===== src/verilog/tdss_pkg.sv =====
// shared constants and types for the table-driven converter source select
package tdss_pkg;
	// ----------------------------------------------------------------
	// widths
	// ----------------------------------------------------------------
	localparam int ADDR_W = 9;
	localparam int DATA_W = 8;
	localparam int ROW_W = 6;
	localparam int MEM_AW = 8;
	localparam int MEM_DEPTH = 130;

	// ----------------------------------------------------------------
	// register map (byte addresses)
	// ----------------------------------------------------------------
	localparam logic [8:0] ADDR_CTRL0 = 9'h080;
	localparam logic [8:0] ADDR_ROW1 = 9'h081;
	localparam logic [8:0] ADDR_ROW2 = 9'h082;
	localparam logic [8:0] ADDR_VAL1 = 9'h083;
	localparam logic [8:0] ADDR_VAL2 = 9'h084;
	localparam logic [8:0] ADDR_CTRL5 = 9'h085;
	localparam logic [8:0] ADDR_STATUS = 9'h087;
	localparam logic [8:0] TBL1_BASE = 9'h090;
	localparam logic [8:0] TBL2_BASE = 9'h0D0;
	localparam logic [8:0] TBL_END = 9'h10F;

	// ----------------------------------------------------------------
	// storage slots for the recalled control bytes
	// ----------------------------------------------------------------
	localparam logic [7:0] NV_CTRL0_IDX = 8'h80;
	localparam logic [7:0] NV_CTRL5_IDX = 8'h81;

	// ----------------------------------------------------------------
	// field positions
	// ----------------------------------------------------------------
	localparam int C0_DIR1 = 0;
	localparam int C0_DIR2 = 1;
	localparam int C0_FILT_OFF = 2;
	localparam int C5_FS1_LO = 0;
	localparam int C5_FS2_LO = 2;
	localparam int C5_TBL1_SEL = 4;
	localparam int C5_CONV1_SEL = 5;
	localparam int C5_TBL2_SEL = 6;
	localparam int C5_CONV2_SEL = 7;

	// ----------------------------------------------------------------
	// reset values and counts
	// ----------------------------------------------------------------
	localparam logic [7:0] CTRL0_RST = 8'h00;
	localparam logic [7:0] CTRL5_RST = 8'h00;
	localparam logic [5:0] ROW_RST = 6'h00;
	localparam logic [7:0] VAL_RST = 8'h00;
	localparam logic [7:0] CONV_IDLE = 8'h00;
	localparam logic [1:0] FILTER_HITS = 2'h2;

	// ----------------------------------------------------------------
	// types
	// ----------------------------------------------------------------
	typedef enum logic [2:0] {
		ST_WAIT_POR = 3'b000,
		ST_RECALL_A = 3'b001,
		ST_RECALL_B = 3'b010,
		ST_RECALL_C = 3'b011,
		ST_ANALOG = 3'b100,
		ST_CONVERT = 3'b101,
		ST_RUN = 3'b110
	} tdss_seq_t;

	typedef struct packed {
		logic table_direct;
		logic conv_direct;
		logic [5:0] row;
		logic [7:0] value;
	} tdss_chan_sel_t;

	typedef struct packed {
		logic direction;
		logic [1:0] fullscale;
	} tdss_chan_cfg_t;
endpackage : tdss_pkg

===== src/verilog/tdss_dac_select.sv =====
// converter source select, filter and power-up sequence
//
// Function
// - table row address is table base plus row selection value
// - two 64-row tables; selected row byte feeds its converter
// - by default the shared converter result selects rows of both tables
// - bypass takes row bits from low six bits of row registers
// - both selects zero: converter one from table one by result
// - table select set: converter one from table one by register row
// - direct select set: converter one from its value register
// - same three-way choice for converter two with its own bits
// - one shared result, all channel settings independent
// - per-channel direction bit held in first control register
// - per-channel two-bit full-scale field drives resistor choice
// - recall control bits first, then power analog circuits
// - enable conversions only after second supply threshold
// - filtered: first result used after four identical conversions
// - both converter bytes zero until first table bytes applied
// - filter off: one conversion suffices at power-up
// - recalled select bits govern the first converter access
// - stored result refreshed per filter setting
// - direct mode uses value registers; otherwise they are ignored
`timescale 1ns/10ps
module tdss_dac_select (
	input wire logic i_clk,
	input wire logic i_reset_n,
	input wire logic [8:0] i_addr,
	input wire logic [7:0] i_wdata,
	input wire logic i_wr,
	input wire logic i_rd,
	output logic [7:0] o_rdata,
	input wire logic i_supply_por,
	input wire logic i_supply_adc_ok,
	input wire logic i_adc_valid,
	input wire logic [5:0] i_adc_result,
	output logic o_analog_power_up,
	output logic o_adc_enable,
	output logic [7:0] o_conv1_byte,
	output logic [7:0] o_conv2_byte,
	output tdss_pkg::tdss_chan_cfg_t o_out1_cfg,
	output tdss_pkg::tdss_chan_cfg_t o_out2_cfg
);
	// ----------------------------------------------------------------
	// helpers
	// ----------------------------------------------------------------
	function automatic logic [8:0] row_addr(input logic [8:0] base, input logic [5:0] row);
		row_addr = base + {3'h0, row};
	endfunction : row_addr

	function automatic logic is_table(input logic [8:0] a);
		is_table = (a >= tdss_pkg::TBL1_BASE) && (a <= tdss_pkg::TBL_END);
	endfunction : is_table

	function automatic logic [7:0] mem_index(input logic [8:0] a);
		logic [8:0] diff;
		diff = a - tdss_pkg::TBL1_BASE;
		if (a == tdss_pkg::ADDR_CTRL0) begin
			mem_index = tdss_pkg::NV_CTRL0_IDX;
		end else if (a == tdss_pkg::ADDR_CTRL5) begin
			mem_index = tdss_pkg::NV_CTRL5_IDX;
		end else begin
			mem_index = diff[7:0];
		end
	endfunction : mem_index

	// ----------------------------------------------------------------
	// state
	// ----------------------------------------------------------------
	tdss_pkg::tdss_seq_t state_reg;
	tdss_pkg::tdss_seq_t state_next;
	logic [7:0] ctrl0_reg;
	logic [7:0] ctrl5_reg;
	logic [5:0] row1_reg;
	logic [5:0] row2_reg;
	logic [7:0] val1_reg;
	logic [7:0] val2_reg;
	logic [5:0] adc_value_reg;
	logic adc_ready_reg;
	logic [5:0] last_reg;
	logic have_last_reg;
	logic [1:0] run_cnt_reg;
	logic [7:0] rdata_reg;
	logic tbl_rd_reg;
	logic [7:0] mem_a_q;
	logic [7:0] tbl1_q;
	logic [7:0] tbl2_q;
	logic adc_on;
	logic filt_off;
	logic match;
	logic upd;
	tdss_pkg::tdss_chan_sel_t ch1;
	tdss_pkg::tdss_chan_sel_t ch2;
	logic [8:0] tbl1_addr;
	logic [8:0] tbl2_addr;
	logic [7:0] port_a_idx;
	logic mem_we;

	// ----------------------------------------------------------------
	// channel selection
	// ----------------------------------------------------------------
	assign ch1 = '{table_direct: ctrl5_reg[tdss_pkg::C5_TBL1_SEL],
		conv_direct: ctrl5_reg[tdss_pkg::C5_CONV1_SEL],
		row: row1_reg, value: val1_reg};
	assign ch2 = '{table_direct: ctrl5_reg[tdss_pkg::C5_TBL2_SEL],
		conv_direct: ctrl5_reg[tdss_pkg::C5_CONV2_SEL],
		row: row2_reg, value: val2_reg};
	// result by default, register row in bypass
	assign tbl1_addr = row_addr(tdss_pkg::TBL1_BASE,
		ch1.table_direct ? ch1.row : adc_value_reg);
	assign tbl2_addr = row_addr(tdss_pkg::TBL2_BASE,
		ch2.table_direct ? ch2.row : adc_value_reg);
	assign filt_off = ctrl0_reg[tdss_pkg::C0_FILT_OFF];
	assign adc_on = (state_reg == tdss_pkg::ST_CONVERT) || (state_reg == tdss_pkg::ST_RUN);

	// ----------------------------------------------------------------
	// storage
	// ----------------------------------------------------------------
	always_comb begin
		case (state_reg)
			tdss_pkg::ST_RECALL_A: port_a_idx = tdss_pkg::NV_CTRL0_IDX;
			tdss_pkg::ST_RECALL_B: port_a_idx = tdss_pkg::NV_CTRL5_IDX;
			default: port_a_idx = mem_index(i_addr);
		endcase
	end

	assign mem_we = i_wr && (is_table(i_addr) || i_addr == tdss_pkg::ADDR_CTRL0
		|| i_addr == tdss_pkg::ADDR_CTRL5);

	tdss_nvm #(
		.DEPTH(tdss_pkg::MEM_DEPTH),
		.AW(tdss_pkg::MEM_AW),
		.DW(tdss_pkg::DATA_W)
	) u_nvm (
		.i_clk(i_clk),
		.i_reset_n(i_reset_n),
		.i_we(mem_we),
		.i_waddr(mem_index(i_addr)),
		.i_wdata(i_wdata),
		.i_raddr_a(port_a_idx),
		.i_raddr_b(mem_index(tbl1_addr)),
		.i_raddr_c(mem_index(tbl2_addr)),
		.o_rdata_a(mem_a_q),
		.o_rdata_b(tbl1_q),
		.o_rdata_c(tbl2_q)
	);

	// ----------------------------------------------------------------
	// power-up sequence
	// ----------------------------------------------------------------
	always_comb begin
		state_next = state_reg;
		case (state_reg)
			tdss_pkg::ST_WAIT_POR: if (i_supply_por) state_next = tdss_pkg::ST_RECALL_A;
			tdss_pkg::ST_RECALL_A: state_next = tdss_pkg::ST_RECALL_B;
			tdss_pkg::ST_RECALL_B: state_next = tdss_pkg::ST_RECALL_C;
			tdss_pkg::ST_RECALL_C: state_next = tdss_pkg::ST_ANALOG;
			tdss_pkg::ST_ANALOG: if (i_supply_adc_ok) state_next = tdss_pkg::ST_CONVERT;
			tdss_pkg::ST_CONVERT: if (adc_ready_reg) state_next = tdss_pkg::ST_RUN;
			tdss_pkg::ST_RUN: state_next = tdss_pkg::ST_RUN;
			default: state_next = tdss_pkg::ST_WAIT_POR;
		endcase
		// supply dip restarts the sequence
		if (!i_supply_por) begin
			state_next = tdss_pkg::ST_WAIT_POR;
		end
	end

	always_ff @(posedge i_clk or negedge i_reset_n) begin
		if (!i_reset_n) begin
			state_reg <= tdss_pkg::ST_WAIT_POR;
		end else begin
			state_reg <= state_next;
		end
	end

	assign o_analog_power_up = (state_reg == tdss_pkg::ST_ANALOG) || adc_on;
	assign o_adc_enable = adc_on;

	// ----------------------------------------------------------------
	// conversion filter
	// ----------------------------------------------------------------
	assign match = have_last_reg && (i_adc_result == last_reg);
	assign upd = i_adc_valid && adc_on
		&& (filt_off || (match && run_cnt_reg >= tdss_pkg::FILTER_HITS));

	always_ff @(posedge i_clk or negedge i_reset_n) begin
		if (!i_reset_n) begin
			last_reg <= 6'h00;
			have_last_reg <= 1'b0;
			run_cnt_reg <= 2'h0;
		end else if (!adc_on) begin
			have_last_reg <= 1'b0;
			run_cnt_reg <= 2'h0;
		end else if (i_adc_valid) begin
			last_reg <= i_adc_result;
			have_last_reg <= 1'b1;
			if (!match) begin
				run_cnt_reg <= 2'h0;
			end else if (run_cnt_reg != 2'h3) begin
				run_cnt_reg <= run_cnt_reg + 2'h1;
			end
		end
	end

	always_ff @(posedge i_clk or negedge i_reset_n) begin
		if (!i_reset_n) begin
			adc_value_reg <= 6'h00;
			adc_ready_reg <= 1'b0;
		end else begin
			if (upd) begin
				adc_value_reg <= i_adc_result;
			end
			adc_ready_reg <= adc_on && (adc_ready_reg || upd);
		end
	end

	// ----------------------------------------------------------------
	// converter inputs
	// ----------------------------------------------------------------
	always_ff @(posedge i_clk or negedge i_reset_n) begin
		if (!i_reset_n) begin
			o_conv1_byte <= tdss_pkg::CONV_IDLE;
			o_conv2_byte <= tdss_pkg::CONV_IDLE;
		end else if (state_reg != tdss_pkg::ST_RUN) begin
			o_conv1_byte <= tdss_pkg::CONV_IDLE;
			o_conv2_byte <= tdss_pkg::CONV_IDLE;
		end else begin
			// recalled selects already in force at first access
			o_conv1_byte <= ch1.conv_direct ? ch1.value : tbl1_q;
			o_conv2_byte <= ch2.conv_direct ? ch2.value : tbl2_q;
		end
	end

	assign o_out1_cfg = '{direction: ctrl0_reg[tdss_pkg::C0_DIR1],
		fullscale: ctrl5_reg[tdss_pkg::C5_FS1_LO +: 2]};
	assign o_out2_cfg = '{direction: ctrl0_reg[tdss_pkg::C0_DIR2],
		fullscale: ctrl5_reg[tdss_pkg::C5_FS2_LO +: 2]};

	// ----------------------------------------------------------------
	// control registers
	// ----------------------------------------------------------------
	always_ff @(posedge i_clk or negedge i_reset_n) begin
		if (!i_reset_n) begin
			ctrl0_reg <= tdss_pkg::CTRL0_RST;
			ctrl5_reg <= tdss_pkg::CTRL5_RST;
		end else if (state_reg == tdss_pkg::ST_RECALL_B) begin
			ctrl0_reg <= mem_a_q;
		end else if (state_reg == tdss_pkg::ST_RECALL_C) begin
			ctrl5_reg <= mem_a_q;
		end else if (i_wr && i_addr == tdss_pkg::ADDR_CTRL0) begin
			ctrl0_reg <= i_wdata;
		end else if (i_wr && i_addr == tdss_pkg::ADDR_CTRL5) begin
			ctrl5_reg <= i_wdata;
		end
	end

	always_ff @(posedge i_clk or negedge i_reset_n) begin
		if (!i_reset_n) begin
			row1_reg <= tdss_pkg::ROW_RST;
			row2_reg <= tdss_pkg::ROW_RST;
			val1_reg <= tdss_pkg::VAL_RST;
			val2_reg <= tdss_pkg::VAL_RST;
		end else if (i_wr) begin
			case (i_addr)
				tdss_pkg::ADDR_ROW1: row1_reg <= i_wdata[5:0];
				tdss_pkg::ADDR_ROW2: row2_reg <= i_wdata[5:0];
				tdss_pkg::ADDR_VAL1: val1_reg <= i_wdata;
				tdss_pkg::ADDR_VAL2: val2_reg <= i_wdata;
				default: ;
			endcase
		end
	end

	// ----------------------------------------------------------------
	// read port
	// ----------------------------------------------------------------
	always_ff @(posedge i_clk or negedge i_reset_n) begin
		if (!i_reset_n) begin
			rdata_reg <= 8'h00;
			tbl_rd_reg <= 1'b0;
		end else begin
			tbl_rd_reg <= i_rd && is_table(i_addr);
			if (i_rd) begin
				case (i_addr)
					tdss_pkg::ADDR_CTRL0: rdata_reg <= ctrl0_reg;
					tdss_pkg::ADDR_ROW1: rdata_reg <= {2'h0, row1_reg};
					tdss_pkg::ADDR_ROW2: rdata_reg <= {2'h0, row2_reg};
					tdss_pkg::ADDR_VAL1: rdata_reg <= val1_reg;
					tdss_pkg::ADDR_VAL2: rdata_reg <= val2_reg;
					tdss_pkg::ADDR_CTRL5: rdata_reg <= ctrl5_reg;
					tdss_pkg::ADDR_STATUS: rdata_reg <= {2'h0, adc_value_reg};
					default: rdata_reg <= 8'h00;
				endcase
			end else begin
				rdata_reg <= 8'h00;
			end
		end
	end

	assign o_rdata = tbl_rd_reg ? mem_a_q : rdata_reg;
endmodule : tdss_dac_select


===== src/verilog/tdss_nvm.sv =====
// byte storage for both tables and recalled control bytes
`timescale 1ns/10ps
module tdss_nvm #(
	parameter int DEPTH = 130,
	parameter int AW = 8,
	parameter int DW = 8
) (
	input wire logic i_clk,
	input wire logic i_reset_n,
	input wire logic i_we,
	input wire logic [AW-1:0] i_waddr,
	input wire logic [DW-1:0] i_wdata,
	input wire logic [AW-1:0] i_raddr_a,
	input wire logic [AW-1:0] i_raddr_b,
	input wire logic [AW-1:0] i_raddr_c,
	output logic [DW-1:0] o_rdata_a,
	output logic [DW-1:0] o_rdata_b,
	output logic [DW-1:0] o_rdata_c
);
	generate
		if (DEPTH > (1 << AW) || DEPTH < 1) begin : g_bad
			$error("tdss_nvm: depth does not fit address width");
		end
	endgenerate

	// array holds no reset so contents outlive a reset
	logic [DW-1:0] mem [DEPTH];

	always_ff @(posedge i_clk) begin
		if (i_we && (int'(i_waddr) < DEPTH)) begin
			mem[i_waddr] <= i_wdata;
		end
	end

	always_ff @(posedge i_clk or negedge i_reset_n) begin
		if (!i_reset_n) begin
			o_rdata_a <= '0;
			o_rdata_b <= '0;
			o_rdata_c <= '0;
		end else begin
			o_rdata_a <= (int'(i_raddr_a) < DEPTH) ? mem[i_raddr_a] : '0;
			o_rdata_b <= (int'(i_raddr_b) < DEPTH) ? mem[i_raddr_b] : '0;
			o_rdata_c <= (int'(i_raddr_c) < DEPTH) ? mem[i_raddr_c] : '0;
		end
	end
endmodule : tdss_nvm


===== config.mk =====
export PLATFORM = sky130hd
export DESIGN_NAME = tdss_dac_select
export DESIGN_NICKNAME = d
export VERILOG_FILES = /design/src/verilog/tdss_pkg.sv /design/src/verilog/tdss_dac_select.sv /design/src/verilog/tdss_nvm.sv
export SDC_FILE = /design/constraint.sdc
export NUM_CORES = 2
export LEC_CHECK = 0
export ABC_AREA = 0
export ABC_CLOCK_PERIOD_IN_PS = 2900
export BUFFER_PORTS_ARGS = -buffer_cell sky130_fd_sc_hd__buf_2
export CAP_MARGIN = 30
export CORE_MARGIN = 10
export CORE_UTILIZATION = 55
export CTS_CLUSTER_DIAMETER = 100
export DETAILED_ROUTE_END_ITERATION = 6
export PLACE_DENSITY_LB_ADDON = 0.05
export SETUP_SLACK_MARGIN = 0.15
export SYNTH_ARGS = -nofsm -noshare
export SYNTH_HDL_FRONTEND = slang
export SYNTH_SLANG_ARGS = --single-unit

===== constraint.sdc =====
create_clock -name i_clk -period 2.9 [get_ports i_clk]
set_input_delay 0.435 -clock i_clk [delete_from_list [all_inputs] [get_ports i_clk]]
set_output_delay 0.435 -clock i_clk [all_outputs]
set_load 0.005 [all_outputs]

==> impl_metrics.env <==
export IMPL_grt_total_usage=0.397
export IMPL_final_common_cell="edfxtp_1"
export IMPL_status="finished with violations"
export IMPL_antenna_found_initial=23
export IMPL_period_share=1.11
export IMPL_finish_utilization=0.710
export IMPL_ys_seq_area_frac=0.617
export IMPL_cts_max_level=3
export IMPL_synthesis_area_mm2=0.0552
export IMPL_start_util=0.552
export IMPL_final_area_mm2=0.0709
export IMPL_port_buffers=61
export IMPL_power_mw=47.9
export IMPL_grt_pass1_vias=41300
export IMPL_slew_headroom=0.251
export IMPL_swShare=0.302
export IMPL_finalCriticalPeriod_ps=3220
export IMPL_grt_pass1_wl_um=316000
export IMPL_dieWidth_um=337
export IMPL_rsz0062_at_grt="true"
export IMPL_powerDensity_mw_per_mm2=676
export IMPL_ys_ff_latch=1152
export IMPL_fmax_mhz=310
export IMPL_synthCells=3796
export IMPL_vias_per_cell=7.17
export IMPL_cts_tree="yes"
export IMPL_power_switching_mw=14.5
export IMPL_whs_ps=150
export IMPL_worst_pin_slew_ps=1090
export IMPL_dp_cells=5601
export IMPL_rows=116
export IMPL_fin_skew_ps=17.0
export IMPL_synth_nets=3830
export IMPL_io_pins=62
export IMPL_finalWorstSetupSlack_ps=-322
export IMPL_cts_root_buf="clkbuf_16"
export IMPL_cp_cell_sequence="nor2b_4 > o21ba_4 > buf_12 > nor2_4 > buf_12 > buf_16 > buf_12 > buf_12 > mux2i_2 > a32oi_1 > buf_4 > o211ai_1 > o41a_1 > nand4_1"
export IMPL_final_max_slew_viol_count=0
export IMPL_gp_congestion=1.08
export IMPL_violations="setup timing"
export IMPL_core_mm2=0.0999
export IMPL_max_clock_path_buffers=3
export IMPL_p_comb_frac=0.280
export IMPL_p_seq_frac=0.394
export IMPL_path_class="reg2reg"
export IMPL_cp_arrival_ps=3820
export IMPL_largest_reg_flops=1040
export IMPL_worst_ep_required_time_ps=3500
export IMPL_layout_drive_gt1_share=0.400
export IMPL_ir_drop_mv=0.600
export IMPL_cts_buffers=118
export IMPL_setup_tns_ps=-2830
export IMPL_path_clk_slew_ps=60
export IMPL_dieHeight_um=337
export IMPL_leakagePower_nw=25.6
export IMPL_dieArea_mm2=0.113
export IMPL_intPower_mw=33.4
export IMPL_yosys_warnings=0
export IMPL_maxCapViolations=0
export IMPL_setup_violations=22
export IMPL_layout_cells_non_filler=5967
export IMPL_start_kind="flop"
export IMPL_synth_area_top_cells="edfxtp_1, mux4_2, dfrtp_1, nand2_1, mux2i_1"
export IMPL_cpMostUsedCell="buf_12"
export IMPL_cp_slowest_stage_delay_ps=580
export IMPL_nNetsFinal=4594
export IMPL_synth_edf_count=1040
export IMPL_dp_slack_ps=-1110
export IMPL_area_growth_pct=28.4
export IMPL_yosys_area_top_type="edfxtp_1"
export IMPL_hold_viol_final=0
export IMPL_ys_flop_type="edfxtp_1"
export IMPL_min_delay_path_class="in2reg"
export IMPL_slowest_stage="o211ai_1"
export IMPL_top_register="u_nvm.mem"
export IMPL_p_clk_frac=0.327
export IMPL_grt_max_degree=92
export IMPL_route_vias_total=42800
export IMPL_crit_fanout=5
export IMPL_synth_cell_types=101
export IMPL_drc=0
export IMPL_ant_nets=0
export IMPL_post_dp_cell_area_mm2=0.0629
export IMPL_wirelength_um=227000
export IMPL_dr_pass1_iters=6
export IMPL_yosysTopAreaCellShare=0.566
export IMPL_insertion_delay_ps=740
export IMPL_drt_iter0_markers=7103
export IMPL_syn_area_per_cell_um2=14.5
export IMPL_end_kind="flop"
export IMPL_final_cell_mix="edfxtp_1, buf_4, nand2_1"
export IMPL_post_drt_wl_per_cell_um=38.0
export IMPL_hpwl_um=160000
export IMPL_grt_overflow=0
export IMPL_cts_sinks=1152
export IMPL_synthArstFlopShare=0.0972
## power by group through the flow
stage                     clock [mW]  sequential, mW  combinational, mW
after floorplan                    0            18.9               5.51
after global placement             0            19.2               10.7
after detailed placement           0            19.2               10.7
after CTS                       15.7            18.8               12.4
after global routing            16.3            18.9               13.7
final                           15.6            18.8               13.4
## worst paths after layout
check,from,to,slack (ps),depth (start not counted)
max reg2reg,state_reg[1],u_nvm.o_rdata_a[0],-320,14
max in group asynchronous,i_reset_n,adc_value_reg[0],1680,3
min in group asynchronous,i_reset_n,o_conv1_byte[7],350,2
min,i_wdata[0],u_nvm.mem[101][0],150,1
max,state_reg[1],u_nvm.o_rdata_a[0],-320,14
min reg2reg,u_nvm.o_rdata_c[2],o_conv2_byte[2],510,2
## critical path, delay by kind of cell, from the launching register on
kind                   cells  cell delay, ps
AO/OA/AOI/OAI              4            1160
multiplexers               1             210
AND/OR/NAND/NOR            3             400
buffers and inverters      6             860
flip-flops                 1             460
## layer usage
metal / part of all wire / track usage / wire length (µm) / vias to the layer above
met5: 0.00071 / 0 / 162 / -
met4: 0.061 / 0.200 / 13700 / 24
met3: 0.15 / 0.128 / 33700 / 734
met2: 0.44 / 0.587 / 99600 / 3758
met1: 0.35 / 0.527 / 79600 / 21600
li1: - / - / - / 16600
## cell type report
type | count | area (µm²)
clock inverters | 70 | 679
clock buffers | 152 | 3270
fillers | 6577 | 29000
diodes | 7 | 17.5
well taps | 1298 | 1620
inverters | 10 | 45.0
repair buffers | 925 | 9380
flip-flops and latches | 1152 | 34000
multi-input cells | 2353 | 21800
## synthesized netlist by cell type (18+ instances only)
cell type,number
a22oi_1,36
mux4_2,322
buf_4,43
clkbuf_1,88
buf_1,19
buf_6,20
edfxtp_1,1040
nand3_1,127
and2_1,68
a211oi_1,119
a21oi_1,114
mux2i_1,213
a311oi_1,41
buf_2,108
a221oi_1,18
and3_1,54
dfrtp_1,112
o21ai_0,51
nand2_1,580
nor2_1,222
a31oi_1,77
mux2_2,57
## repair_timing
action,in CTS,in global routing
setup buffers,83,26
hold endpoints to repair,75,0
setup endpoints to repair,25,86
gates resized for setup,368,132
cloned,12,1
pin swaps,107,74
hold buffers,10,0
## cell families after synthesis
family / Yosys count / synth area share
flops: 1152 / 0.617
simple gates: 1142 / 0.0916
compound gates: 600 / 0.0770
mux: 595 / 0.183
buf+inv: 291 / 0.0284
xor+xnor: 12 / 0.00238
fa+ha+maj: 4 / 0.000907
(Power assumes the default switching activity.)
